<file path="config.mk">
export PLATFORM = sky130hd
export DESIGN_NAME = fp_exception_policy
export DESIGN_NICKNAME = d
export VERILOG_FILES = /design/src/hdl/fp_policy_pkg.sv /design/src/hdl/cvt_int_check.sv /design/src/hdl/fp_exception_policy.sv /design/src/hdl/nan_select.sv
export SDC_FILE = /design/constraint.sdc
export NUM_CORES = 1
export LEC_CHECK = 0
export BUFFER_PORTS_ARGS = -buffer_cell sky130_fd_sc_hd__clkbuf_2
export CORE_AREA = 2 2 244 246
export CTS_BUF_LIST = sky130_fd_sc_hd__clkbuf_2 sky130_fd_sc_hd__clkbuf_4 sky130_fd_sc_hd__clkbuf_8
export DETAILED_ROUTE_END_ITERATION = 7
export DIE_AREA = 0 0 246 248
export SETUP_SLACK_MARGIN = 0.5
export SLEW_MARGIN = 0
export SYNTH_ARGS = -nofsm -noshare
export SYNTH_HDL_FRONTEND = slang
export SYNTH_SLANG_ARGS = --single-unit
</file>
<file path="constraint.sdc">
create_clock -name clk_i -period 3.1 [get_ports clk_i]
set_input_delay 0.155 -clock clk_i [delete_from_list [all_inputs] [get_ports clk_i]]
set_output_delay 0.155 -clock clk_i [all_outputs]
set_load 0.05 [all_outputs]
</file>
<file path="src/hdl/fp_policy_pkg.sv">
`default_nettype none
package fp_policy_pkg;

  // Operand formats; values sit right-justified in 128-bit words
  localparam logic [1:0] FMT_SINGLE = 2'h0;
  localparam logic [1:0] FMT_DOUBLE = 2'h1;
  localparam logic [1:0] FMT_QUAD   = 2'h2;

  // Operation classes issued by the integer unit
  localparam logic [1:0] OP_ONE_SRC = 2'h0;
  localparam logic [1:0] OP_TWO_SRC = 2'h1;
  localparam logic [1:0] OP_TO_INT  = 2'h2;

  // Exception flag positions, shared by flags and trap enables
  localparam int EXC_W  = 5;
  localparam int EXC_NX = 0;
  localparam int EXC_DZ = 1;
  localparam int EXC_UF = 2;
  localparam int EXC_OF = 3;
  localparam int EXC_NV = 4;

  localparam int CTRL_W      = 6;
  localparam int CTRL_NS_BIT = 5;
  localparam int AEXC_LSB    = 8;
  localparam int TRAP_PEND_BIT = 8;

  localparam logic [3:0] REG_CTRL  = 4'h0;
  localparam logic [3:0] REG_FLAGS = 4'h4;
  localparam logic [3:0] REG_TRAP  = 4'h8;

  localparam logic [CTRL_W-1:0] CTRL_RST = 6'h00;
  localparam logic [EXC_W-1:0]  EXC_RST  = 5'h00;

  localparam logic [31:0] INT_POS_SAT = 32'h7FFFFFFF;
  localparam logic [31:0] INT_NEG_SAT = 32'h80000000;

  // Biased exponent of 2^31 per format
  localparam logic [7:0]  CVT_EXP_S = 8'h9E;
  localparam logic [10:0] CVT_EXP_D = 11'h41E;
  localparam logic [14:0] CVT_EXP_Q = 15'h401E;

  typedef struct packed {
    logic sign;
    logic exp_ones;
    logic exp_zero;
    logic frac_zero;
    logic qbit;
  } fp_class_t;

  function automatic fp_class_t classify(input logic [1:0] fmt, input logic [127:0] x);
    fp_class_t c;
    c = '0;
    case (fmt)
      FMT_SINGLE: c = '{x[31], &x[30:23], ~|x[30:23], ~|x[22:0], x[22]};
      FMT_DOUBLE: c = '{x[63], &x[62:52], ~|x[62:52], ~|x[51:0], x[51]};
      default:    c = '{x[127], &x[126:112], ~|x[126:112], ~|x[111:0], x[111]};
    endcase
    return c;
  endfunction : classify

  function automatic logic is_nan(input fp_class_t c);
    return c.exp_ones & ~c.frac_zero;
  endfunction : is_nan

  function automatic logic is_snan(input fp_class_t c);
    return c.exp_ones & ~c.frac_zero & ~c.qbit;
  endfunction : is_snan

  function automatic logic is_subnormal(input fp_class_t c);
    return c.exp_zero & ~c.frac_zero;
  endfunction : is_subnormal

  function automatic logic [127:0] fmt_mask(input logic [1:0] fmt);
    case (fmt)
      FMT_SINGLE: return 128'h0000_0000_0000_0000_0000_0000_FFFF_FFFF;
      FMT_DOUBLE: return 128'h0000_0000_0000_0000_FFFF_FFFF_FFFF_FFFF;
      default:    return 128'hFFFF_FFFF_FFFF_FFFF_FFFF_FFFF_FFFF_FFFF;
    endcase
  endfunction : fmt_mask

  // Same-format quieting keeps every fraction bit and sets the top one
  function automatic logic [127:0] quiet(input logic [1:0] fmt, input logic [127:0] x);
    logic [127:0] qb;
    case (fmt)
      FMT_SINGLE: qb = 128'h0000_0000_0000_0000_0000_0000_0040_0000;
      FMT_DOUBLE: qb = 128'h0000_0000_0000_0000_0008_0000_0000_0000;
      default:    qb = 128'h0000_8000_0000_0000_0000_0000_0000_0000;
    endcase
    return (x | qb) & fmt_mask(fmt);
  endfunction : quiet

  function automatic logic [127:0] to_zero(input logic [1:0] fmt, input logic [127:0] x);
    case (fmt)
      FMT_SINGLE: return x & 128'h0000_0000_0000_0000_0000_0000_8000_0000;
      FMT_DOUBLE: return x & 128'h0000_0000_0000_0000_8000_0000_0000_0000;
      default:    return x & 128'h8000_0000_0000_0000_0000_0000_0000_0000;
    endcase
  endfunction : to_zero

  function automatic logic [127:0] default_qnan(input logic [1:0] fmt);
    case (fmt)
      FMT_SINGLE: return 128'h0000_0000_0000_0000_0000_0000_7FFF_FFFF;
      FMT_DOUBLE: return 128'h0000_0000_0000_0000_7FFF_FFFF_FFFF_FFFF;
      default:    return 128'h7FFF_FFFF_FFFF_FFFF_FFFF_FFFF_FFFF_FFFF;
    endcase
  endfunction : default_qnan

endpackage : fp_policy_pkg
`default_nettype wire

</file>
<file path="src/hdl/cvt_int_check.sv">
`timescale 1ns/1ps
`default_nettype none
module cvt_int_check (
  input  wire logic [1:0]   fmt_i,
  input  wire logic [127:0] src_i,
  output logic              invalid_o,
  output logic [31:0]       sat_value_o
);

  logic above;
  logic at_limit;
  logic low_frac_nz;
  logic sign;

  // NaN and infinity have an all-ones exponent, so they land in "above"
  always_comb begin
    case (fmt_i)
      fp_policy_pkg::FMT_SINGLE: begin
        sign        = src_i[31];
        above       = src_i[30:23] > fp_policy_pkg::CVT_EXP_S;
        at_limit    = src_i[30:23] == fp_policy_pkg::CVT_EXP_S;
        low_frac_nz = |src_i[22:0];
      end
      fp_policy_pkg::FMT_DOUBLE: begin
        sign        = src_i[63];
        above       = src_i[62:52] > fp_policy_pkg::CVT_EXP_D;
        at_limit    = src_i[62:52] == fp_policy_pkg::CVT_EXP_D;
        low_frac_nz = |src_i[51:21];
      end
      default: begin
        sign        = src_i[127];
        above       = src_i[126:112] > fp_policy_pkg::CVT_EXP_Q;
        at_limit    = src_i[126:112] == fp_policy_pkg::CVT_EXP_Q;
        low_frac_nz = |src_i[111:81];
      end
    endcase
  end

  // Negative side tolerates magnitudes below 2^31 + 1
  assign invalid_o   = above | (at_limit & (~sign | low_frac_nz));
  assign sat_value_o = sign ? fp_policy_pkg::INT_NEG_SAT : fp_policy_pkg::INT_POS_SAT;

endmodule : cvt_int_check
`default_nettype wire

</file>
<file path="src/hdl/fp_exception_policy.sv">
// Design decisions made here: the register addresses and the strobed register port.
`timescale 1ns/1ps
`default_nettype none
// Functional notes
// - Invalid without NaN input gives default NaN
// - Single quiet NaN input passes unchanged
// - Single signaling NaN: invalid, quieted input
// - Both quiet NaNs: return second source
// - Both signaling: invalid, quieted second source
// - One signaling NaN: invalid, return it quieted
// - One quiet NaN only: return it
// - Trapped underflow: tiny before rounding
// - Untrapped underflow needs tiny and inexact
// - Overflow judged on rounded result
// - Exact tiny traps only if subnormal, enabled
// - Tiny inexact: UF trap, NX trap, else flags
// - Underflow trap sets current flag only
// - Inexact trap sets current flag only
// - Integer conversion invalid outside signed range
// - Untrapped invalid conversion saturates by sign
// - Without flush option, mode bit reads zero
// - Flush subnormal operands, raise inexact
// - Flush subnormal results, raise underflow, inexact
// - Subnormals handled in hardware, no stall
// - Quieting keeps fraction, sets top bit
// - Trap keeps result, accrued; one current flag
module fp_exception_policy #(
  parameter bit NS_FLUSH_IMPL = 1'b1
) (
  input  wire logic         clk_i,
  input  wire logic         rst_n_i,
  input  wire logic [3:0]   reg_addr_i,
  input  wire logic [31:0]  reg_wdata_i,
  input  wire logic         reg_we_i,
  input  wire logic         reg_re_i,
  output logic [31:0]       reg_rdata_o,
  input  wire logic         op_valid_i,
  input  wire logic [1:0]   op_kind_i,
  input  wire logic [1:0]   op_fmt_i,
  input  wire logic [127:0] first_source_operand_i,
  input  wire logic [127:0] second_source_operand_i,
  input  wire logic [127:0] arith_result_i,
  input  wire logic [31:0]  arith_int_i,
  input  wire logic         arith_invalid_i,
  input  wire logic         arith_divzero_i,
  input  wire logic         arith_overflow_i,
  input  wire logic         arith_tiny_i,
  input  wire logic         arith_inexact_i,
  output logic              res_valid_o,
  output logic              res_write_o,
  output logic [127:0]      res_data_o,
  output logic [4:0]        cur_exc_o,
  output logic              trap_o
);

  localparam int W = fp_policy_pkg::EXC_W;

  logic [fp_policy_pkg::CTRL_W-1:0] ctrl_q;
  logic [W-1:0]                     cexc_q;
  logic [W-1:0]                     aexc_q;
  logic [W-1:0]                     trap_exc_q;
  logic                             trap_pend_q;
  logic                             res_valid_q;
  logic                             res_write_q;
  logic [127:0]                     res_data_q;
  logic                             trap_q;
  logic [31:0]                      rdata_q;

  logic                     ftz;
  logic                     two_src;
  logic                     is_cvt;
  fp_policy_pkg::fp_class_t c1;
  fp_policy_pkg::fp_class_t c2;
  fp_policy_pkg::fp_class_t cr;
  logic                     sub1;
  logic                     sub2;
  logic                     in_flushed;
  logic [127:0]             opnd1;
  logic [127:0]             opnd2;
  logic                     nan_hit;
  logic                     nan_invalid;
  logic [127:0]             nan_result;
  logic                     cvt_invalid;
  logic [31:0]              cvt_sat;
  logic                     res_sub;
  logic                     ftz_res;
  logic                     tiny;
  logic                     inexact_eff;
  logic [W-1:0]             raw_exc;
  logic [W-1:0]             trap_cand;
  logic [W-1:0]             trap_pick;
  logic                     trap_now;
  logic [127:0]             result;

  // Highest-priority enabled exception, as a one-hot vector
  function automatic logic [W-1:0] pick_one(input logic [W-1:0] v);
    logic [W-1:0] r;
    r = '0;
    if (v[fp_policy_pkg::EXC_NV]) begin
      r[fp_policy_pkg::EXC_NV] = 1'b1;
    end else if (v[fp_policy_pkg::EXC_OF]) begin
      r[fp_policy_pkg::EXC_OF] = 1'b1;
    end else if (v[fp_policy_pkg::EXC_UF]) begin
      r[fp_policy_pkg::EXC_UF] = 1'b1;
    end else if (v[fp_policy_pkg::EXC_DZ]) begin
      r[fp_policy_pkg::EXC_DZ] = 1'b1;
    end else if (v[fp_policy_pkg::EXC_NX]) begin
      r[fp_policy_pkg::EXC_NX] = 1'b1;
    end
    return r;
  endfunction : pick_one

  // Flush mode only exists when built in; otherwise the bit is held in ctrl_q but ignored
  assign ftz     = NS_FLUSH_IMPL & ctrl_q[fp_policy_pkg::CTRL_NS_BIT];
  assign two_src = op_kind_i == fp_policy_pkg::OP_TWO_SRC;
  assign is_cvt  = op_kind_i == fp_policy_pkg::OP_TO_INT;

  assign c1   = fp_policy_pkg::classify(op_fmt_i, first_source_operand_i);
  assign c2   = fp_policy_pkg::classify(op_fmt_i, second_source_operand_i);
  assign cr   = fp_policy_pkg::classify(op_fmt_i, arith_result_i);
  assign sub1 = two_src & fp_policy_pkg::is_subnormal(c1);
  assign sub2 = fp_policy_pkg::is_subnormal(c2);

  // Subnormal operands become signed zeros in one pass, no hold needed
  assign in_flushed = ftz & (sub1 | sub2);
  assign opnd1 = (ftz & sub1) ? fp_policy_pkg::to_zero(op_fmt_i, first_source_operand_i)
                              : first_source_operand_i;
  assign opnd2 = (ftz & sub2) ? fp_policy_pkg::to_zero(op_fmt_i, second_source_operand_i)
                              : second_source_operand_i;

  nan_select u_nan_select (
    .fmt_i         (op_fmt_i),
    .two_src_i     (two_src),
    .src1_i        (opnd1),
    .src2_i        (opnd2),
    .nan_hit_o     (nan_hit),
    .nan_invalid_o (nan_invalid),
    .nan_result_o  (nan_result)
  );

  cvt_int_check u_cvt_int_check (
    .fmt_i       (op_fmt_i),
    .src_i       (opnd2),
    .invalid_o   (cvt_invalid),
    .sat_value_o (cvt_sat)
  );

  // A flushed subnormal result is always an inexact tiny result
  assign res_sub     = fp_policy_pkg::is_subnormal(cr);
  assign ftz_res     = ftz & res_sub & ~is_cvt;
  assign inexact_eff = arith_inexact_i | ftz_res;
  assign tiny        = arith_tiny_i | ftz_res;

  always_comb begin
    raw_exc = '0;
    if (is_cvt) begin
      raw_exc[fp_policy_pkg::EXC_NV] = cvt_invalid;
      raw_exc[fp_policy_pkg::EXC_NX] = ~cvt_invalid & (arith_inexact_i | in_flushed);
    end else if (nan_hit) begin
      raw_exc[fp_policy_pkg::EXC_NV] = nan_invalid;
    end else if (arith_invalid_i) begin
      raw_exc[fp_policy_pkg::EXC_NV] = 1'b1;
    end else begin
      raw_exc[fp_policy_pkg::EXC_DZ] = arith_divzero_i;
      raw_exc[fp_policy_pkg::EXC_OF] = arith_overflow_i;
      // Exact tiny counts only as a trapped subnormal; inexact tiny always
      raw_exc[fp_policy_pkg::EXC_UF] = tiny & (inexact_eff |
          (ctrl_q[fp_policy_pkg::EXC_UF] & res_sub & ~ftz));
      raw_exc[fp_policy_pkg::EXC_NX] = inexact_eff |
          (in_flushed & ~arith_divzero_i & ~arith_overflow_i);
    end
  end

  // Untrapped underflow falls to the inexact trap when that is enabled
  assign trap_cand = raw_exc & ctrl_q[W-1:0];
  assign trap_pick = pick_one(trap_cand);
  assign trap_now  = |trap_cand;

  always_comb begin
    if (is_cvt) begin
      result = {96'h0, cvt_invalid ? cvt_sat : arith_int_i};
    end else if (nan_hit) begin
      result = nan_result;
    end else if (arith_invalid_i) begin
      result = fp_policy_pkg::default_qnan(op_fmt_i);
    end else if (ftz_res) begin
      result = fp_policy_pkg::to_zero(op_fmt_i, arith_result_i);
    end else begin
      result = arith_result_i & fp_policy_pkg::fmt_mask(op_fmt_i);
    end
  end

  // Control register: trap enables and the mode bit
  always_ff @(posedge clk_i) begin
    if (!rst_n_i) begin
      ctrl_q <= fp_policy_pkg::CTRL_RST;
    end else if (reg_we_i && reg_addr_i == fp_policy_pkg::REG_CTRL) begin
      ctrl_q <= reg_wdata_i[fp_policy_pkg::CTRL_W-1:0];
    end
  end

  // Current flags: a trap leaves exactly one bit, otherwise the raw set
  always_ff @(posedge clk_i) begin
    if (!rst_n_i) begin
      cexc_q <= fp_policy_pkg::EXC_RST;
    end else if (op_valid_i) begin
      cexc_q <= trap_now ? trap_pick : raw_exc;
    end else if (reg_we_i && reg_addr_i == fp_policy_pkg::REG_FLAGS) begin
      cexc_q <= reg_wdata_i[W-1:0];
    end
  end

  // Accrued flags: untouched by a trap; hardware set wins over a write
  always_ff @(posedge clk_i) begin
    if (!rst_n_i) begin
      aexc_q <= fp_policy_pkg::EXC_RST;
    end else begin
      if (reg_we_i && reg_addr_i == fp_policy_pkg::REG_FLAGS) begin
        aexc_q <= reg_wdata_i[fp_policy_pkg::AEXC_LSB +: W] |
                  ((op_valid_i && !trap_now) ? raw_exc : '0);
      end else if (op_valid_i && !trap_now) begin
        aexc_q <= aexc_q | raw_exc;
      end
    end
  end

  // Last trap cause and a sticky pending bit, cleared by writing one
  always_ff @(posedge clk_i) begin
    if (!rst_n_i) begin
      trap_exc_q  <= fp_policy_pkg::EXC_RST;
      trap_pend_q <= 1'b0;
    end else if (op_valid_i && trap_now) begin
      trap_exc_q  <= trap_pick;
      trap_pend_q <= 1'b1;
    end else if (reg_we_i && reg_addr_i == fp_policy_pkg::REG_TRAP &&
                 reg_wdata_i[fp_policy_pkg::TRAP_PEND_BIT]) begin
      trap_pend_q <= 1'b0;
    end
  end

  // Result stage: destination keeps its old value when a trap is taken
  always_ff @(posedge clk_i) begin
    if (!rst_n_i) begin
      res_valid_q <= 1'b0;
      res_write_q <= 1'b0;
      trap_q      <= 1'b0;
      res_data_q  <= '0;
    end else begin
      res_valid_q <= op_valid_i;
      res_write_q <= op_valid_i & ~trap_now;
      trap_q      <= op_valid_i & trap_now;
      if (op_valid_i && !trap_now) begin
        res_data_q <= result;
      end
    end
  end

  // Read data stand for one cycle only
  always_ff @(posedge clk_i) begin
    if (!rst_n_i) begin
      rdata_q <= 32'h0;
    end else if (reg_re_i) begin
      case (reg_addr_i)
        fp_policy_pkg::REG_CTRL:
          rdata_q <= {26'h0, ftz, ctrl_q[W-1:0]};
        fp_policy_pkg::REG_FLAGS:
          rdata_q <= {19'h0, aexc_q, 3'h0, cexc_q};
        fp_policy_pkg::REG_TRAP:
          rdata_q <= {23'h0, trap_pend_q, 3'h0, trap_exc_q};
        default:
          rdata_q <= 32'h0;
      endcase
    end else begin
      rdata_q <= 32'h0;
    end
  end

  assign reg_rdata_o = rdata_q;
  assign res_valid_o = res_valid_q;
  assign res_write_o = res_write_q;
  assign res_data_o  = res_data_q;
  assign cur_exc_o   = cexc_q;
  assign trap_o      = trap_q;

endmodule : fp_exception_policy
`default_nettype wire

</file>
<file path="src/hdl/nan_select.sv">
`timescale 1ns/1ps
`default_nettype none
module nan_select (
  input  wire logic [1:0]   fmt_i,
  input  wire logic         two_src_i,
  input  wire logic [127:0] src1_i,
  input  wire logic [127:0] src2_i,
  output logic              nan_hit_o,
  output logic              nan_invalid_o,
  output logic [127:0]      nan_result_o
);

  fp_policy_pkg::fp_class_t c1;
  fp_policy_pkg::fp_class_t c2;
  logic s1;
  logic s2;
  logic q1;
  logic q2;

  // A single-source operation carries its operand in the second source
  assign c1 = fp_policy_pkg::classify(fmt_i, src1_i);
  assign c2 = fp_policy_pkg::classify(fmt_i, src2_i);
  assign s1 = two_src_i & fp_policy_pkg::is_snan(c1);
  assign s2 = fp_policy_pkg::is_snan(c2);
  assign q1 = two_src_i & fp_policy_pkg::is_nan(c1) & c1.qbit;
  assign q2 = fp_policy_pkg::is_nan(c2) & c2.qbit;

  always_comb begin
    nan_hit_o     = 1'b1;
    nan_invalid_o = 1'b0;
    nan_result_o  = '0;
    if (s2) begin
      nan_invalid_o = 1'b1;
      nan_result_o  = fp_policy_pkg::quiet(fmt_i, src2_i);
    end else if (s1) begin
      nan_invalid_o = 1'b1;
      nan_result_o  = fp_policy_pkg::quiet(fmt_i, src1_i);
    end else if (q2) begin
      nan_result_o  = src2_i & fp_policy_pkg::fmt_mask(fmt_i);
    end else if (q1) begin
      nan_result_o  = src1_i & fp_policy_pkg::fmt_mask(fmt_i);
    end else begin
      nan_hit_o     = 1'b0;
    end
  end

endmodule : nan_select
`default_nettype wire

</file>
==> impl_metrics.py, run 1 <==
metrics = {
    "timing": {
        "rsz0062_at_grt": "yes",
        "tightest_slew_ps": 767.0,
        "clock-skew-final_ps": 27.58,
        "fmax_mhz": 349.5,
        "final_hold_viol_count": 0,
        "fin_crit_ps": 2862,
        "drv_slew": 0,
        "finalSetupViolations": 0,
        "maxSlewHeadroom_pct": 48.86,
        "hold_slack_ps": 27.75,
        "setup_tns_ps": 0,
        "fin_crit_sh_pct": 92.31,
    },
    "global_route": {
        "grt_pass1_wl_um": 100500,
        "grt_antenna_before_repair": 12,
        "grt_pass1_vias": 15710,
        "grt_use_total_pct": 22.38,
        "overflow": 0,
        "grt_max_degree": 64,
    },
    "critical_path": {
        "crit_path_start": "second_source_operand_i[96]",
        "worst_ep_required_time_ps": 3570,
        "worstPathMaxFanout": 10,
        "endpoint_kind": "register",
        "worstSetupEndpoint": "res_data_o[104]$_SDFFE_PN0N_",
        "r2r-end": "res_data_o[104]$_SDFFE_PN0N_",
        "critPathKind": "primary input to register",
        "reg2reg_slack_ps": 270,
        "r2r-start": "ctrl_q[5]$_SDFFE_PN0P_",
        "startpoint_type": "primary input",
        "rr_worst_depth": 13,
        "cp.arrival_ps": 3330,
    },
    "routing": {
        "vias_per_cell": 5.164,
        "drt_wl_total_um": 73830,
        "vias": 16280,
        "wl_per_cell_um": 23.41,
        "ant_nets": 0,
        "drt_first_pass_iters": 8,
        "drc": 5,
        "drt_iter0_markers": 1751,
    },
    "finish": {
        "design_area_mm2": 0.02026,
        "fill_cells": 5963,
        "multi_input_area_mm2": 0.006973,
        "instances_no_fill": 3153,
        "register_area_mm2": 0.003287,
        "layout-drive-gt1-share_pct": 43.10,
        "nets": 2822,
        "syn2layout_area_growth_pct": 99.79,
    },
    "clock_tree": {
        "cts_num_sinks": 164,
        "cts_root_buf": "clkbuf_8",
        "cts_tree": "built",
        "cts_buffer_depth": 2,
        "h-tree-depth": 4,
        "cts_made_buffers": 17,
        "clkTransAtPathRegs_ps": 120,
        "insertion_delay_ps": 590,
    },
    "synth": {
        "syn_area_per_cell_um2": 7.794,
        "syn_area_mm2": 0.01014,
        "synth_top_area_share_pct": 32.38,
        "ys_seq_elements": 164,
        "syn_inst": 1301,
        "synth_area_leader_cell": "dfxtp_1",
        "synthMuxAreaShare_pct": 1.728,
        "synth_edf_count": 0,
        "yosys_warnings": 0,
        "synth.distinct_cells": 68,
        "synth-simple-area-share_pct": 22.47,
        "async_flop_share_pct": 0,
        "synth_compound_area_share_pct": 37.08,
        "synth_ff_type": "dfxtp_1",
        "synth_fa_ha_area_share_pct": 0,
        "netlist_top_cells_area": "dfxtp_1, a22o_1, a221oi_1",
        "synth_top_family_by_area": "compound AO/OA/AOI/OAI gates",
        "yosysSeqAreaShare_pct": 32.38,
        "synth_xor_area_share_pct": 0,
    },
    "floorplanning": {
        "dieHeight_um": 248,
        "start_util_pct": 17.34,
        "ios": 634,
        "fp-row-count": 89,
        "core_mm2": 0.05846,
        "dieArea_mm2": 0.06101,
        "die_width_um": 246,
    },
    "placed_design": {
        "place_congestion": 0.9986,
        "dpl.hpwl_um": 53320,
        "place_area_mm2": 0.01598,
        "place_inst": 2821,
        "portBuffers": 591,
    },
    "hold_path": {
        "hold_path_class": "primary input to register",
        "holdCritStartpoint": "arith_result_i[62]",
    },
    "power": {
        "power.total_mw": 6.475,
        "power_density_mw_per_mm2": 319.6,
        "p_leak_nw": 9.002,
        "peakVddDrop_uv": 321.9,
    },
    "run": {
        "drv_cap": 0,
    },
    "run_status": {
        "violations": "DRC",
        "status": "finished, violations left",
    },
}
==> report_power, final <==
part | total, mW | switching, mW | internal, mW
sequential | 2.31 | 0.0779 | 2.24
combinational | 2.43 | 1.43 | 1.00
clock | 1.73 | 1.04 | 0.682
total | 6.47 | 2.56 | 3.92
==> stage by stage <==
step | util [%] | setup WS, ps
2_1_floorplan | - | 172.1
3_3_place_gp | 27.33 | -519.3
3_5_place_dp | 27.33 | -557.4
4_1_cts | 33.41 | 303.2
5_1_grt | 34.65 | 177.1
6_report | 34.65 | 238.5
==> cells by family after synthesis <==
group                  Yosys count
buffers and inverters          143
muxes                           17
and+or+nand+nor                473
AOI/OAI and AO/OA              503
other                            1
DFF                            164
==> final cells by class <==
| cell class | count | share of cell area [%] |
|---|---|---|
| Antenna cell | 11 | 0.1359 |
| Clock buffer | 18 | 1.223 |
| Clock inverter | 14 | 0.7041 |
| Inverter | 14 | 0.2594 |
| Multi-Input combinational cell | 1014 | 34.42 |
| Sequential cell | 164 | 16.23 |
| Tap cell | 773 | 4.774 |
| Timing Repair Buffer | 1145 | 42.26 |
==> sequential cells by signal (all words and copies together) (netlist names) <==
| signal | cells |
|---|---|
| trap_exc_q | 5 |
| aexc_q | 5 |
| trap_o | 1 |
| res_write_o | 1 |
| res_data_o | 128 |
| trap_pend_q | 1 |
| ctrl_q | 6 |
| cur_exc_o | 5 |
| res_valid_o | 1 |
| reg_rdata_o | 11 |
==> timing repair <==
item                                   4_1_cts  5_1_grt
gates cloned                                 7       10
setup endpoints to repair                  144      145
endpoints found under the hold margin      133        0
resized for setup                           60       94
setup buffers                               12        5
pin swaps                                   17       30
hold buffers                               255        0
==> synthesized netlist by cell type, drive strengths merged (6+ instances only) <==
| cell | n |
|---|---|
| dfxtp | 164 |
| nor2 | 164 |
| a21oi | 126 |
| nand2 | 104 |
| clkbuf | 85 |
| a22o | 80 |
| nor4 | 80 |
| a221oi | 77 |
| buf | 44 |
| o21ai | 42 |
| a32oi | 34 |
| nand4 | 30 |
| o221ai | 30 |
| nor3 | 25 |
| nand3 | 21 |
| a21o | 20 |
| a32o | 17 |
| inv | 14 |
| mux2i | 13 |
| a211oi | 10 |
| and2 | 10 |
| o31ai | 10 |
| and3 | 8 |
| o21a | 8 |
| and4 | 7 |
| o211ai | 7 |
| a22oi | 6 |
==> layer usage <==
layer  part of all wire [%]  track usage (%)  vias up
met5                      0           0.6359        -
met4                    5.3            11.96        0
met3                    9.1            5.634      264
met2                     46            35.79     1154
met1                     39            27.53     7605
li1                       -                -     7258
==> layout by cell type (no fill, tap or decap), types with 18 or more instances in the layout <==
| cell | count |
|---|---|
| buf_4 | 243 |
| nor3_1 | 21 |
| nand2_1 | 100 |
| o21ai_0 | 33 |
| nand3_1 | 19 |
| clkbuf_2 | 580 |
| nand4_1 | 30 |
| a221oi_1 | 66 |
| a21oi_1 | 124 |
| nor2_1 | 155 |
| a32oi_1 | 28 |
| a21o_1 | 20 |
| conb_1 | 21 |
| a22o_1 | 80 |
| dlygate4sd3_1 | 255 |
| nor4_1 | 64 |
| clkbuf_8 | 18 |
| o221ai_1 | 30 |
| buf_12 | 28 |
| dfxtp_1 | 163 |
==> worst max-delay path: stages <==
cell and delay (ps):
clkbuf_2 120, nor4_2 390, nand4_1 170, buf_4 190, nor4_2 290, buf_4 190
a2bb2oi_2 60, o21a_1 190, o21ai_2 220, nor2_4 70, o311ai_4 300, buf_4 160
buf_6 110, a31oi_4 80, buf_12 200, clkbuf_16 190, a22o_1 240
==> how the worst min path moves through the flow <==
stage,end,slack [ps],depth (start not counted)
6_report,res_data_o[62]$_SDFFE_PN0N_,30,5
5_1_grt,res_data_o[79]$_SDFFE_PN0N_,30,5
4_1_cts,res_data_o[53]$_SDFFE_PN0N_,0.3,5
3_5_place_dp,ctrl_q[3]$_SDFFE_PN0P_,410,3
3_3_place_gp,ctrl_q[3]$_SDFFE_PN0P_,400,3
2_1_floorplan,ctrl_q[0]$_SDFFE_PN0P_,300,2
Power figures use the tool's default switching activity.
==> inputs of run 2 (changes only) <==
==> constraint.sdc (replaced) <==
create_clock -name clk_i -period 3.1 [get_ports clk_i]
set_input_delay 0 -clock clk_i [delete_from_list [all_inputs] [get_ports clk_i]]
set_output_delay 0 -clock clk_i [all_outputs]
set_load 0.05 [all_outputs]
==> run 2 against run 1 <==
Net effect:
- the run now ends clean
- combinational power rose by 2%
- register-to-register slack got worse by 20 ps
- utilization rose by 1.1 points
- total power fell by 0.41%
- cell count rose by 2.7%
- setup slack improved by 15 ps
- die area did not move
- clock skew fell by 14 ps
- via count rose by 3.8%
- wire length rose by 2.5%
- clock power fell by 5%
- sequential power barely moved
==> impl_metrics.py, run 2 (synthesized netlist as in run 1, its figures left out) <==
metrics = {
    "critical_path": {
        "slowest_delay_ps": 410,
        "worst_ep_required_time_ps": 3550,
        "cp_slowest_cell": "dfxtp_4",
        "r2r-start": "ctrl_q[5]$_SDFFE_PN0P_",
        "rr_worst_depth": 13,
        "worstPathMaxFanout": 13,
        "r2r-end": "res_data_o[109]$_SDFFE_PN0N_",
        "startpoint_type": "register",
        "endpoint_kind": "register",
        "path_cells": "buf_4, nand2_1, a211oi_2, o21ai_1, a21boi_4, a21o_1, buf_4, o21ai_4, nor2_4, buf_4, a221oi_1, nor2_1, a22o_1",
        "path_buf_inv": 3,
        "cp.arrival_ps": 3290,
        "reg2reg_slack_ps": 250,
        "crit_top_cell": "buf_4",
        "critical-path-top-delay-family": "compound AO/OA/AOI/OAI gates",
        "critPathKind": "register to register",
    },
    "timing": {
        "fin_crit_sh_pct": 91.82,
        "rsz0062_at_grt": "yes",
        "worst_slack_ps": 253.6,
        "fin_crit_ps": 2846,
        "drv_slew": 0,
        "finalSetupViolations": 0,
        "fmax_mhz": 351.3,
        "maxSlewHeadroom_pct": 46.33,
        "tightest_slew_ps": 805.0,
        "final_hold_viol_count": 0,
        "clock-skew-final_ps": 13.76,
    },
    "run_status": {
        "status": "finished clean",
    },
    "power": {
        "seqPwrFrac_pct": 36.0,
        "peakVddDrop_uv": 324.5,
        "clkPwrFrac_pct": 25.6,
        "p_sw_mw": 2.501,
        "internal_power_mw": 3.947,
        "switching_share_pct": 38.79,
        "combPwrFrac_pct": 38.4,
        "power_density_mw_per_mm2": 308.7,
        "p_leak_nw": 9.261,
    },
    "routing": {
        "wl_per_cell_um": 23.37,
        "drt_iter0_markers": 1512,
        "drc": 0,
        "wl_met3_um": 7127,
        "ant_nets": 0,
        "vias": 16910,
        "drt_wl_total_um": 75670,
        "vias_per_cell": 5.221,
        "wl_met2_um": 34940,
        "drt_first_pass_iters": 6,
        "wl_met1_um": 29090,
        "top_layer_used": "met4",
    },
    "placed_design": {
        "portBuffers": 591,
        "place_congestion": 0.9949,
        "place_inst": 2767,
        "dpl.hpwl_um": 52390,
        "post-place-ws_ps": -441.7,
    },
    "global_route": {
        "grt_pass1_vias": 16320,
        "grt_use_total_pct": 23.03,
        "grt_antenna_before_repair": 8,
        "grt_max_degree": 64,
        "grt_pass1_wl_um": 104000,
        "overflow": 0,
    },
    "clock_tree": {
        "cts_buffer_depth": 2,
        "cts_num_sinks": 164,
        "clkTransAtPathRegs_ps": 100,
        "h-tree-depth": 4,
        "cts_tree": "built",
        "insertion_delay_ps": 560,
        "cts_made_buffers": 17,
        "cts_root_buf": "clkbuf_8",
    },
    "floorplanning": {
        "dieArea_mm2": 0.06101,
        "ios": 634,
        "die_width_um": 246,
        "dieHeight_um": 248,
        "start_util_pct": 17.34,
        "core_mm2": 0.05846,
        "fp-row-count": 89,
    },
    "finish": {
        "syn2layout_area_growth_pct": 106.0,
        "nets": 2909,
        "layout_commonest_cell": "clkbuf_2",
        "largest_register_ffs": 128,
        "mostFrequentLayoutCells": "clkbuf_2, dlygate4sd3_1, buf_4",
        "layout-drive-gt1-share_pct": 39.05,
        "instances_no_fill": 3238,
    },
    "hold_path": {
        "min_to": "res_data_o[0]$_SDFFE_PN0N_",
        "hold_path_class": "primary input to register",
        "hold_depth": 3,
        "holdCritStartpoint": "second_source_operand_i[0]",
    },
    "run": {
        "drv_cap": 0,
    },
}
run 2: worst max-delay path by stage:
stage                                     startpoint                           end  slack, ps  cells past startpoint
after floorplan           first_source_operand_i[34]  res_data_o[124]$_SDFFE_PN0N_        310                     12
after global placement            arith_result_i[52]  res_data_o[111]$_SDFFE_PN0N_       -430                     17
after detailed placement          arith_result_i[52]  res_data_o[111]$_SDFFE_PN0N_       -440                     17
after CTS                     ctrl_q[5]$_SDFFE_PN0P_  res_data_o[126]$_SDFFE_PN0N_        230                     13
after global routing          ctrl_q[5]$_SDFFE_PN0P_  res_data_o[120]$_SDFFE_PN0N_        160                     13
final                         ctrl_q[5]$_SDFFE_PN0P_  res_data_o[109]$_SDFFE_PN0N_        250                     13
run 2: layer usage:
metal,up-vias,track usage [%]
li1,7407,-
met4,0,13.32
met1,7921,26.93
met5,-,0
met2,1233,37.48
met3,344,6.737
run 2: cell type report:
| class | count | area, µm² |
|---|---|---|
| Fill cell | 5908 | 37570 |
| Timing Repair Buffer | 1232 | 9349 |
| Sequential cell | 164 | 3287 |
| Inverter | 14 | 52.55 |
| Multi-Input combinational cell | 1014 | 6830 |
| Tap cell | 773 | 967.2 |
| Clock inverter | 13 | 125.1 |
| Clock buffer | 19 | 255.2 |
| Antenna cell | 9 | 22.52 |
run 2: worst min-delay path: stages:
cell	delay, ps
clkbuf_2	140
o221ai_1	210
a32oi_1	230
run 2: power groups by stage:
stage                     clock [mW]  combinational, mW  sequential, mW
after floorplan                    0              0.574            2.78
after global placement             0               1.90            2.36
after detailed placement           0               1.90            2.36
after CTS                       1.73               2.34            2.31
after global routing            1.79               2.59            2.33
final                           1.65               2.48            2.32
run 2: per-stage QoR:
stage | instance area, µm² | hold slack [ps] | TNS, ps | power (mW) | util (%)
global placement | 15520 | 251.4 | -54330 | 4.265 | 26.56
floorplan | 10280 | 143.9 | 0 | 3.355 | -
global route | 20880 | 34.46 | 0 | 6.713 | 35.72
CTS | 20210 | 18.65 | 0 | 6.382 | 34.56
finish | 20890 | 57.37 | 0 | 6.448 | 35.73
detailed placement | 15520 | 258.6 | -55460 | 4.257 | 26.56
run 2: what timing repair did:
item,CTS,global route
gates cloned,5,8
hold endpoints to repair,160,0
pin swaps,7,42
resized for setup,27,77
hold buffers,397,0
setup endpoints to repair,146,144
buffers inserted,8,12
